--- src/core/baps_pkg.sv ---
// Purpose: shared constants and carriers for the bus address and phase offset selector
// Assumes: strap levels and resistor indexes arrive already digitised, synchronous to sys_clk
// Notes: phase offsets are counted in 22.5 degree steps, 16 steps per full cycle
package baps_pkg;

  // ----------------------------------------------------------------
  // Strap encodings
  // ----------------------------------------------------------------
  typedef enum logic [1:0] {
    BAPS_LVL_LOW  = 2'h0,
    BAPS_LVL_OPEN = 2'h1,
    BAPS_LVL_HIGH = 2'h2,
    BAPS_LVL_BAD  = 2'h3
  } baps_level_e;

  typedef enum logic [1:0] {
    BAPS_MODE_LEVEL  = 2'h0,
    BAPS_MODE_SINGLE = 2'h1,
    BAPS_MODE_DUAL   = 2'h2,
    BAPS_MODE_RSVD   = 2'h3
  } baps_mode_e;

  // ----------------------------------------------------------------
  // Address and phase constants
  // ----------------------------------------------------------------
  localparam logic [6:0] ADDR_LEVEL_BASE = 7'h20;
  localparam logic [4:0] INDEX_MAX = 5'h18;
  localparam logic [4:0] INDEX_MULT = 5'h19;
  localparam logic [1:0] LEVEL_MULT = 2'h3;
  localparam logic [6:0] ADDR_RESET = 7'h00;
  localparam logic [3:0] PHASE_RESET = 4'h0;
  localparam int PHASE_STEPS_PER_ADDR = 2;
  localparam int LATCH_DELAY_CYC = 4;

  typedef struct packed {
    baps_mode_e mode;
    logic [1:0] low_level;
    logic [1:0] high_level;
    logic [4:0] low_index;
    logic [4:0] high_index;
  } baps_strap_s;

  typedef struct packed {
    logic [6:0] addr;
    logic valid;
  } baps_addr_s;

endpackage : baps_pkg

--- src/core/baps_top.sv ---
// Purpose: latch bus address from straps and derive switching phase offset
// Assumes: strap values are stable from reset release until latched
// Notes: peer_shared_line is open drain; the pin only ever pulls low
`timescale 1ns/1ps

module baps_top (
  input wire logic sys_clk, // System clock, 100 MHz
  input wire logic rst_b, // Asynchronous reset, active low
  input wire baps_pkg::baps_strap_s strap_in, // Digitised strap information
  input wire logic phase_wr, // Host phase override strobe
  input wire logic [3:0] phase_wr_val, // Host phase in 22.5 degree steps
  input wire logic phase_use_default, // Host request to return to default phase
  input wire logic peer_pull_req, // Block wants shared line low
  input wire logic peer_shared_line_in, // Shared line level as seen
  output logic peer_shared_line_out, // Shared line drive value, always low
  output logic peer_shared_line_oe, // Shared line pull-down enable
  output logic peer_line_low, // Registered shared line level is low
  output logic [6:0] bus_addr, // Latched bus address
  output logic addr_valid, // Address latched and usable
  output logic addr_locked, // Strap sampling finished
  output logic [3:0] phase_offset, // Active phase in 22.5 degree steps
  output logic phase_override // Host value in use
);

  // ----------------------------------------------------------------
  // Strap sampling
  // ----------------------------------------------------------------
  typedef enum logic [1:0] {ST_SETTLE, ST_LATCH, ST_HOLD} baps_state_e;

  baps_state_e state_r;
  baps_state_e state_nxt;
  logic [2:0] settle_r;
  baps_pkg::baps_addr_s decoded;
  wire [3:0] default_phase;
  wire settle_done;

  baps_addr_decode u_decode (
    .strap(strap_in),
    .result(decoded)
  );

  // Waiting a few cycles lets the analog front end finish its first conversion
  assign settle_done = settle_r == 3'(baps_pkg::LATCH_DELAY_CYC - 1);
  assign default_phase = {decoded.addr[2:0], 1'b0};

  always_comb begin
    state_nxt = state_r;
    unique case (state_r)
      ST_SETTLE: if (settle_done) state_nxt = ST_LATCH;
      ST_LATCH: state_nxt = ST_HOLD;
      ST_HOLD: state_nxt = ST_HOLD;
    endcase
  end

  always_ff @(posedge sys_clk or negedge rst_b) begin
    if (!rst_b) begin
      state_r <= ST_SETTLE;
      settle_r <= 3'h0;
    end else begin
      state_r <= state_nxt;
      if (state_r == ST_SETTLE) settle_r <= settle_r + 3'h1;
    end
  end

  // ----------------------------------------------------------------
  // Address and phase registers
  // ----------------------------------------------------------------
  logic [3:0] default_phase_r;

  always_ff @(posedge sys_clk or negedge rst_b) begin
    if (!rst_b) begin
      bus_addr <= baps_pkg::ADDR_RESET;
      addr_valid <= 1'b0;
      addr_locked <= 1'b0;
      default_phase_r <= baps_pkg::PHASE_RESET;
    end else if (state_r == ST_LATCH) begin
      bus_addr <= decoded.addr;
      addr_valid <= decoded.valid;
      addr_locked <= 1'b1;
      default_phase_r <= default_phase;
    end
  end

  // Host writes before the straps are latched are ignored so default wins at start-up
  always_ff @(posedge sys_clk or negedge rst_b) begin
    if (!rst_b) begin
      phase_offset <= baps_pkg::PHASE_RESET;
      phase_override <= 1'b0;
    end else if (state_r == ST_LATCH) begin
      phase_offset <= default_phase;
    end else if (state_r == ST_HOLD) begin
      if (phase_wr) begin
        phase_offset <= phase_wr_val;
        phase_override <= 1'b1;
      end else if (phase_use_default) begin
        phase_offset <= default_phase_r;
        phase_override <= 1'b0;
      end
    end
  end

  // ----------------------------------------------------------------
  // Shared peer line
  // ----------------------------------------------------------------
  always_ff @(posedge sys_clk or negedge rst_b) begin
    if (!rst_b) begin
      peer_shared_line_out <= 1'b0;
      peer_shared_line_oe <= 1'b0;
      peer_line_low <= 1'b0;
    end else begin
      peer_shared_line_out <= 1'b0;
      peer_shared_line_oe <= peer_pull_req;
      peer_line_low <= !peer_shared_line_in;
    end
  end

  // ----------------------------------------------------------------
  // Checks
  // ----------------------------------------------------------------
  property p_level_addr;
    @(posedge sys_clk) disable iff (!rst_b)
      (state_r == ST_LATCH && strap_in.mode == baps_pkg::BAPS_MODE_LEVEL)
      |=> bus_addr == 7'h20 + 7'(3 * $past(strap_in.high_level)) + 7'($past(strap_in.low_level));
  endproperty
  a_level_addr: assert property (p_level_addr) else $error("level address wrong");

  property p_reserved;
    @(posedge sys_clk) disable iff (!rst_b)
      (state_r == ST_LATCH && strap_in.mode == baps_pkg::BAPS_MODE_LEVEL &&
       strap_in.high_level == 2'h2 && strap_in.low_level == 2'h2) |=> !addr_valid;
  endproperty
  a_reserved: assert property (p_reserved) else $error("reserved strap decoded valid");

  property p_single;
    @(posedge sys_clk) disable iff (!rst_b)
      (state_r == ST_LATCH && strap_in.mode == baps_pkg::BAPS_MODE_SINGLE)
      |=> bus_addr == {2'h0, $past(strap_in.low_index)};
  endproperty
  a_single: assert property (p_single) else $error("single index address wrong");

  property p_dual;
    @(posedge sys_clk) disable iff (!rst_b)
      (state_r == ST_LATCH && strap_in.mode == baps_pkg::BAPS_MODE_DUAL)
      |=> bus_addr == 7'((25 * $past(strap_in.high_index) + $past(strap_in.low_index)) % 128);
  endproperty
  a_dual: assert property (p_dual) else $error("dual index address wrong");

  property p_default_phase;
    @(posedge sys_clk) disable iff (!rst_b)
      (addr_locked && !phase_override) |-> phase_offset == {bus_addr[2:0], 1'b0};
  endproperty
  a_default_phase: assert property (p_default_phase) else $error("default phase wrong");

  property p_override;
    @(posedge sys_clk) disable iff (!rst_b)
      (state_r == ST_HOLD && phase_wr) |=> phase_offset == $past(phase_wr_val) && phase_override;
  endproperty
  a_override: assert property (p_override) else $error("phase override not taken");

  property p_open_drain;
    @(posedge sys_clk) disable iff (!rst_b)
      peer_pull_req |=> peer_shared_line_oe && !peer_shared_line_out;
  endproperty
  a_open_drain: assert property (p_open_drain) else $error("shared line driven high");

  property p_hold;
    @(posedge sys_clk) disable iff (!rst_b)
      addr_locked |=> addr_locked && $stable(bus_addr) && $stable(addr_valid);
  endproperty
  a_hold: assert property (p_hold) else $error("latched address changed");

  property p_lock_timing;
    @(posedge sys_clk) disable iff (!rst_b)
      (state_r == ST_LATCH) |=> addr_locked;
  endproperty
  a_lock_timing: assert property (p_lock_timing) else $error("lock late");

  property p_early_write;
    @(posedge sys_clk) disable iff (!rst_b)
      (state_r == ST_SETTLE) |=> !phase_override && phase_offset == baps_pkg::PHASE_RESET;
  endproperty
  a_early_write: assert property (p_early_write) else $error("early phase write taken");

  property p_phase_stable;
    @(posedge sys_clk) disable iff (!rst_b)
      addr_locked |=> $stable(default_phase_r);
  endproperty
  a_phase_stable: assert property (p_phase_stable) else $error("default phase moved");

  property p_restore;
    @(posedge sys_clk) disable iff (!rst_b)
      (state_r == ST_HOLD && !phase_wr && phase_use_default)
      |=> !phase_override && phase_offset == {bus_addr[2:0], 1'b0};
  endproperty
  a_restore: assert property (p_restore) else $error("default phase not restored");

  property p_dual_range;
    @(posedge sys_clk) disable iff (!rst_b)
      (state_r == ST_LATCH && strap_in.mode == baps_pkg::BAPS_MODE_DUAL &&
       (strap_in.high_index > 5'h18 || strap_in.low_index > 5'h18)) |=> !addr_valid;
  endproperty
  a_dual_range: assert property (p_dual_range) else $error("bad index valid");

  property p_mode_rsvd;
    @(posedge sys_clk) disable iff (!rst_b)
      (state_r == ST_LATCH && strap_in.mode == baps_pkg::BAPS_MODE_RSVD) |=> !addr_valid;
  endproperty
  a_mode_rsvd: assert property (p_mode_rsvd) else $error("bad mode valid");

  property p_release;
    @(posedge sys_clk) disable iff (!rst_b)
      !peer_pull_req |=> !peer_shared_line_oe;
  endproperty
  a_release: assert property (p_release) else $error("shared line not released");

  property p_sense_high;
    @(posedge sys_clk) disable iff (!rst_b)
      peer_shared_line_in |=> !peer_line_low;
  endproperty
  a_sense_high: assert property (p_sense_high) else $error("line high seen low");

  property p_sense_low;
    @(posedge sys_clk) disable iff (!rst_b)
      !peer_shared_line_in |=> peer_line_low;
  endproperty
  a_sense_low: assert property (p_sense_low) else $error("line low not seen");

endmodule : baps_top

--- src/core/baps_addr_decode.sv ---
// Purpose: combinational strap to bus address decode
// Assumes: strap inputs are stable while sampled
// Notes: valid is low for the reserved combination and out of range values
`timescale 1ns/1ps
module baps_addr_decode (
  input wire baps_pkg::baps_strap_s strap, // Strap levels and indexes
  output baps_pkg::baps_addr_s result // Decoded address and validity
);

  wire [8:0] level_sum;
  wire [9:0] dual_sum;
  wire level_rsvd;
  wire level_bad;
  wire index_bad;
  wire single_bad;

  assign level_sum = {7'h00, strap.high_level} * {7'h00, baps_pkg::LEVEL_MULT}
                     + {7'h00, strap.low_level};
  assign dual_sum = {5'h00, strap.high_index} * {5'h00, baps_pkg::INDEX_MULT}
                    + {5'h00, strap.low_index};
  assign level_rsvd = (strap.high_level == baps_pkg::BAPS_LVL_HIGH) &&
                      (strap.low_level == baps_pkg::BAPS_LVL_HIGH);
  assign level_bad = (strap.high_level == baps_pkg::BAPS_LVL_BAD) ||
                     (strap.low_level == baps_pkg::BAPS_LVL_BAD);
  assign index_bad = (strap.low_index > baps_pkg::INDEX_MAX) ||
                     (strap.high_index > baps_pkg::INDEX_MAX);
  assign single_bad = strap.low_index > baps_pkg::INDEX_MAX;

  always_comb begin
    result = '{addr: baps_pkg::ADDR_RESET, valid: 1'b0};
    unique case (strap.mode)
      baps_pkg::BAPS_MODE_LEVEL: begin
        result.addr = baps_pkg::ADDR_LEVEL_BASE + level_sum[6:0];
        result.valid = !level_rsvd && !level_bad;
      end
      baps_pkg::BAPS_MODE_SINGLE: begin
        result.addr = {2'h0, strap.low_index};
        result.valid = !single_bad;
      end
      baps_pkg::BAPS_MODE_DUAL: begin
        result.addr = dual_sum[6:0];
        result.valid = !index_bad;
      end
      default: begin
        result.addr = baps_pkg::ADDR_RESET;
        result.valid = 1'b0;
      end
    endcase
  end

endmodule : baps_addr_decode

--- config.mk ---
export PLATFORM = sky130hd
export DESIGN_NAME = baps_top
export DESIGN_NICKNAME = d
export VERILOG_FILES = /design/src/core/baps_pkg.sv /design/src/core/baps_top.sv /design/src/core/baps_addr_decode.sv
export SDC_FILE = /design/constraint.sdc
export NUM_CORES = 1
export LEC_CHECK = 0
export BUFFER_PORTS_ARGS = -buffer_cell sky130_fd_sc_hd__buf_2
export CAP_MARGIN = 25
export CORE_ASPECT_RATIO = 1.5
export CORE_MARGIN = 3
export CORE_UTILIZATION = 38
export CTS_CLUSTER_DIAMETER = 50
export DETAILED_ROUTE_END_ITERATION = 16
export GPL_ROUTABILITY_DRIVEN = 1
export PLACE_DENSITY_LB_ADDON = 0.25
export RECOVER_POWER = 100
export SLEW_MARGIN = 15
export SYNTH_ARGS = -nofsm -noshare
export SYNTH_HDL_FRONTEND = slang
export SYNTH_HIERARCHICAL = 1
export SYNTH_SLANG_ARGS = --single-unit
--- constraint.sdc ---
create_clock -name sys_clk -period 3.9 [get_ports sys_clk]
set_input_delay 1.17 -clock sys_clk [delete_from_list [all_inputs] [get_ports sys_clk]]
set_output_delay 1.17 -clock sys_clk [all_outputs]
set_load 0.05 [all_outputs]
==> impl_metrics.yaml <==
critical_path:
  r2r_end: "phase_offset[3]$_DFFE_PN0P_"
  timing.reg2reg.setup_slack_ns: 2.09
  critPathMaxFanout: 4
  cp_data_arrival_time_ns: 3.52
  worstSetupStartpointType: "input port"
  critical_path.reg2reg.startpoint: "state_r[0]$_DFFE_PN0P_"
  ff2ff_path_depth: 3
  worst_setup_path_end_kind: "register"
  timing.setup.critical_path_class: "input port to register"
  crit_required_ns: 4.04
sta:
  slew_headroom_pct: 26.16
  drv_slew: 0
  report.final.setup_viol: 0
  finalHoldViolCount: 0
  whs_ns: 0.4703
  rsz0062_at_grt: "no"
  maxClockFrequency_mhz: 296.5
  max_slew.worst_pin.slew_ns: 1.108
  clock-skew-final_ns: 0.0009520
  finalCriticalPeriod_ns: 3.372
  tns_ns: 0
  min_period_over_period_pct: 86.47
floorplan:
  chipHeight_um: 85.39
  initial_core_util_pct: 39.97
  boundary_pin_count: 43
  core.rowCount: 28
  die_x_um: 58.93
  floorplan.core_area_um2: 3994
  die_area_um2: 5031
global_routing:
  grt_overflow: 0
  grt_start_max_net_pins: 22
  grt_first_pass_wirelength_um: 5409
  antenna_found_initial: 0
  gr-max-usage-layer: "met2"
  groute.layer.met3.usage_pct: 1.522
  grt_util_all_layers_pct: 13.45
  grt_util_met1_pct: 15.13
  grt_pass1_vias: 1243
  global_route.usage.met2_pct: 25.15
hold_path:
  min_path_type: "register to register"
  worstHoldStart: "addr_locked$_DFFE_PN0N_"
  min_delay_path_depth: 1
  worst_hold_path.endpoint: "addr_locked$_DFFE_PN0N_"
power_and_ir_drop:
  comb_power_share_pct: 38.5
  p_switching_uw: 235.9
  cellInternalPower_uw: 389.9
  fin_total_pwr_uw: 625.8
  seqPwrFrac_pct: 39.5
  clock_power_share_pct: 21.9
  power-per-cell-area_nw_per_um2: 340.2
  worst_ir_drop_on_vdd_v: 0.0002360
  power_switching_share_pct: 37.70
  total_leakage_power_uw: 0.0009151
flow_run:
  max-cap-violations: 0
yosys:
  synth_ff_type: "dfrtp_1"
  synthesis.area_per_instance_um2: 11.01
  post_synth_inst_count: 145
  net_count_after_synthesis: 205
  synth_enable_flop_cells: 0
  async_set_or_reset_register_ratio_after_synthesis_pct: 100.0
  synth_area_leaders: "dfrtp_1 (33%), ha_1 (23%), mux2_2 (6.3%), fa_1 (6.3%), mux2i_1 (4.4%)"
  synth.yosys.seq_area_share_pct: 32.92
  yosysUniqueCellTypes: 30
  synth.top_cell.area_share_pct: 32.92
  synth_area_um2: 1597
  synth_largest_area_cell: "dfrtp_1"
  synth.yosys.warnings: 6
  ys_ff_latch: 21
detailed_routing:
  via_per_inst: 5.100
  drt_first_iter_violations: 23
  postRouteAntennaNets: 0
  drt_pre_antenna_iters: 3
  routed-via-count: 1178
  routedWlPerCell_um: 14.12
  routed_wirelength_um: 3261
  drt_drc_violations_left: 0
cts:
  cts.reportedPaths.clkPinSlew_ns: 0.07
  cts_num_sinks: 21
  clock_tree.htree_level_count: 1
  cts.repair_timing.setup_buffer_count: 0
  cts.root.buffer_cell: "clkbuf_8"
  cts_buffers: 3
  cts.path.max_buffers: 2
  clock_insertion_delay_worst_skew_ns: 0.25
  tritoncts_clock_tree: "yes"
  postCtsResizedCells: 0
  cts_hold_buf: 0
finish:
  area_growth_syn_to_layout_pct: 15.20
  final.fill_count: 403
  count_of_nets_after_finishing: 247
  antenna_cells: 0
  mostFrequentLayoutCells: "ha_1 (29), dfrtp_1 (21), clkbuf_1 (21), buf_2 (20), nand2_1 (14)"
  layout-drive-gt1-share_pct: 18.82
  layout.cells.most_common: "ha_1"
outcome:
  status: "finished clean"
placement:
  io_buffer_count: 41
  gp_routability_congestion: 0.7518
  dpl.hpwl_um: 2812
-- flip-flops by register name, indices dropped and copies added (netlist names) --
signal and cells:
bus_addr 7, phase_offset 4, settle_r 3, state_r 2, addr_locked 1, addr_valid 1, peer_line_low 1, peer_shared_line_oe 1
phase_override 1
-- power groups by stage --
stage	Clock, µW	Combinational, µW	Sequential (µW)
global route	153	267	249
detailed placement	0	252	251
global placement	0	244	250
CTS	145	253	247
floorplan	0	112	317
finish	137	241	247
-- cell type report --
class | count | area, µm² | area share [%]
flip-flops and latches | 21 | 525.5 | 28.57
clock inverters | 1 | 5.005 | 0.2721
clock buffers | 3 | 41.29 | 2.245
repair buffers | 41 | 178.9 | 9.728
inverters | 11 | 41.29 | 2.245
multi-input cells | 109 | 991.0 | 53.88
well taps | 45 | 56.30 | 3.061
-- kinds of logic (layout without fill, tap and decap cells) --
group	after synthesis	after routing	share of synthesized area, %
other cells	1	1	0.2349
compound gates	22	22	9.562
mux	19	19	12.85
flops	21	21	32.92
xor+xnor	7	7	3.840
simple gates	26	26	7.446
buf+inv	15	56	4.153
fa+ha+maj	34	34	29.00
-- through the flow --
step | cell area [µm²] | util [%] | instances | worst slack [ns]
final | 1839 | 46.05 | 231 | 0.5276
after global routing | 1839 | 46.05 | 231 | 0.3328
after CTS | 1879 | 47.06 | 231 | 0.6018
after detailed placement | 1833 | 45.90 | 227 | 0.3251
after global placement | 1833 | 45.90 | 227 | 0.3538
after floorplan | 1597 | - | 145 | 0.5850
-- per-layer routing --
metal,vias up,share of wire [%]
met4,0,1.1
met5,-,0
met3,4,5.4
li1,573,-
met1,570,39
met2,31,55
-- worst max-delay path by stage --
| stage | startpoint | to | slack [ns] | cells after the start |
|---|---|---|---|---|
| after floorplan | strap_in[0] | bus_addr[5]$_DFFE_PN0N_ | 0.59 | 9 |
| final | strap_in[0] | bus_addr[5]$_DFFE_PN0N_ | 0.53 | 10 |
| after global routing | strap_in[0] | bus_addr[5]$_DFFE_PN0N_ | 0.33 | 10 |
| after detailed placement | strap_in[0] | bus_addr[5]$_DFFE_PN0N_ | 0.33 | 10 |
| after CTS | strap_in[0] | bus_addr[5]$_DFFE_PN0N_ | 0.60 | 10 |
| after global placement | strap_in[0] | bus_addr[5]$_DFFE_PN0N_ | 0.35 | 10 |
-- critical path, stage by stage --
cell and delay [ns]:
clkbuf_1 0.16, inv_1 0.06, ha_1 0.29, ha_1 0.30, fa_1 0.48, ha_1 0.36, a21oi_1 0.17, xor2_1 0.16
a21oi_1 0.08, mux2_2 0.28
-- synthesized netlist by cell type (2+ instances only) --
cell / count
nand2b_1: 3
xor2_1: 3
o21ai_1: 4
buf_4: 2
mux2_1: 3
a21oi_1: 3
fa_1: 5
ha_1: 29
nor2_1: 4
o21ai_0: 8
dfrtp_1: 21
xnor2_1: 4
inv_1: 11
mux2_2: 9
buf_2: 2
mux2i_1: 7
nand2_1: 14
Power figures use the tool's default switching activity.
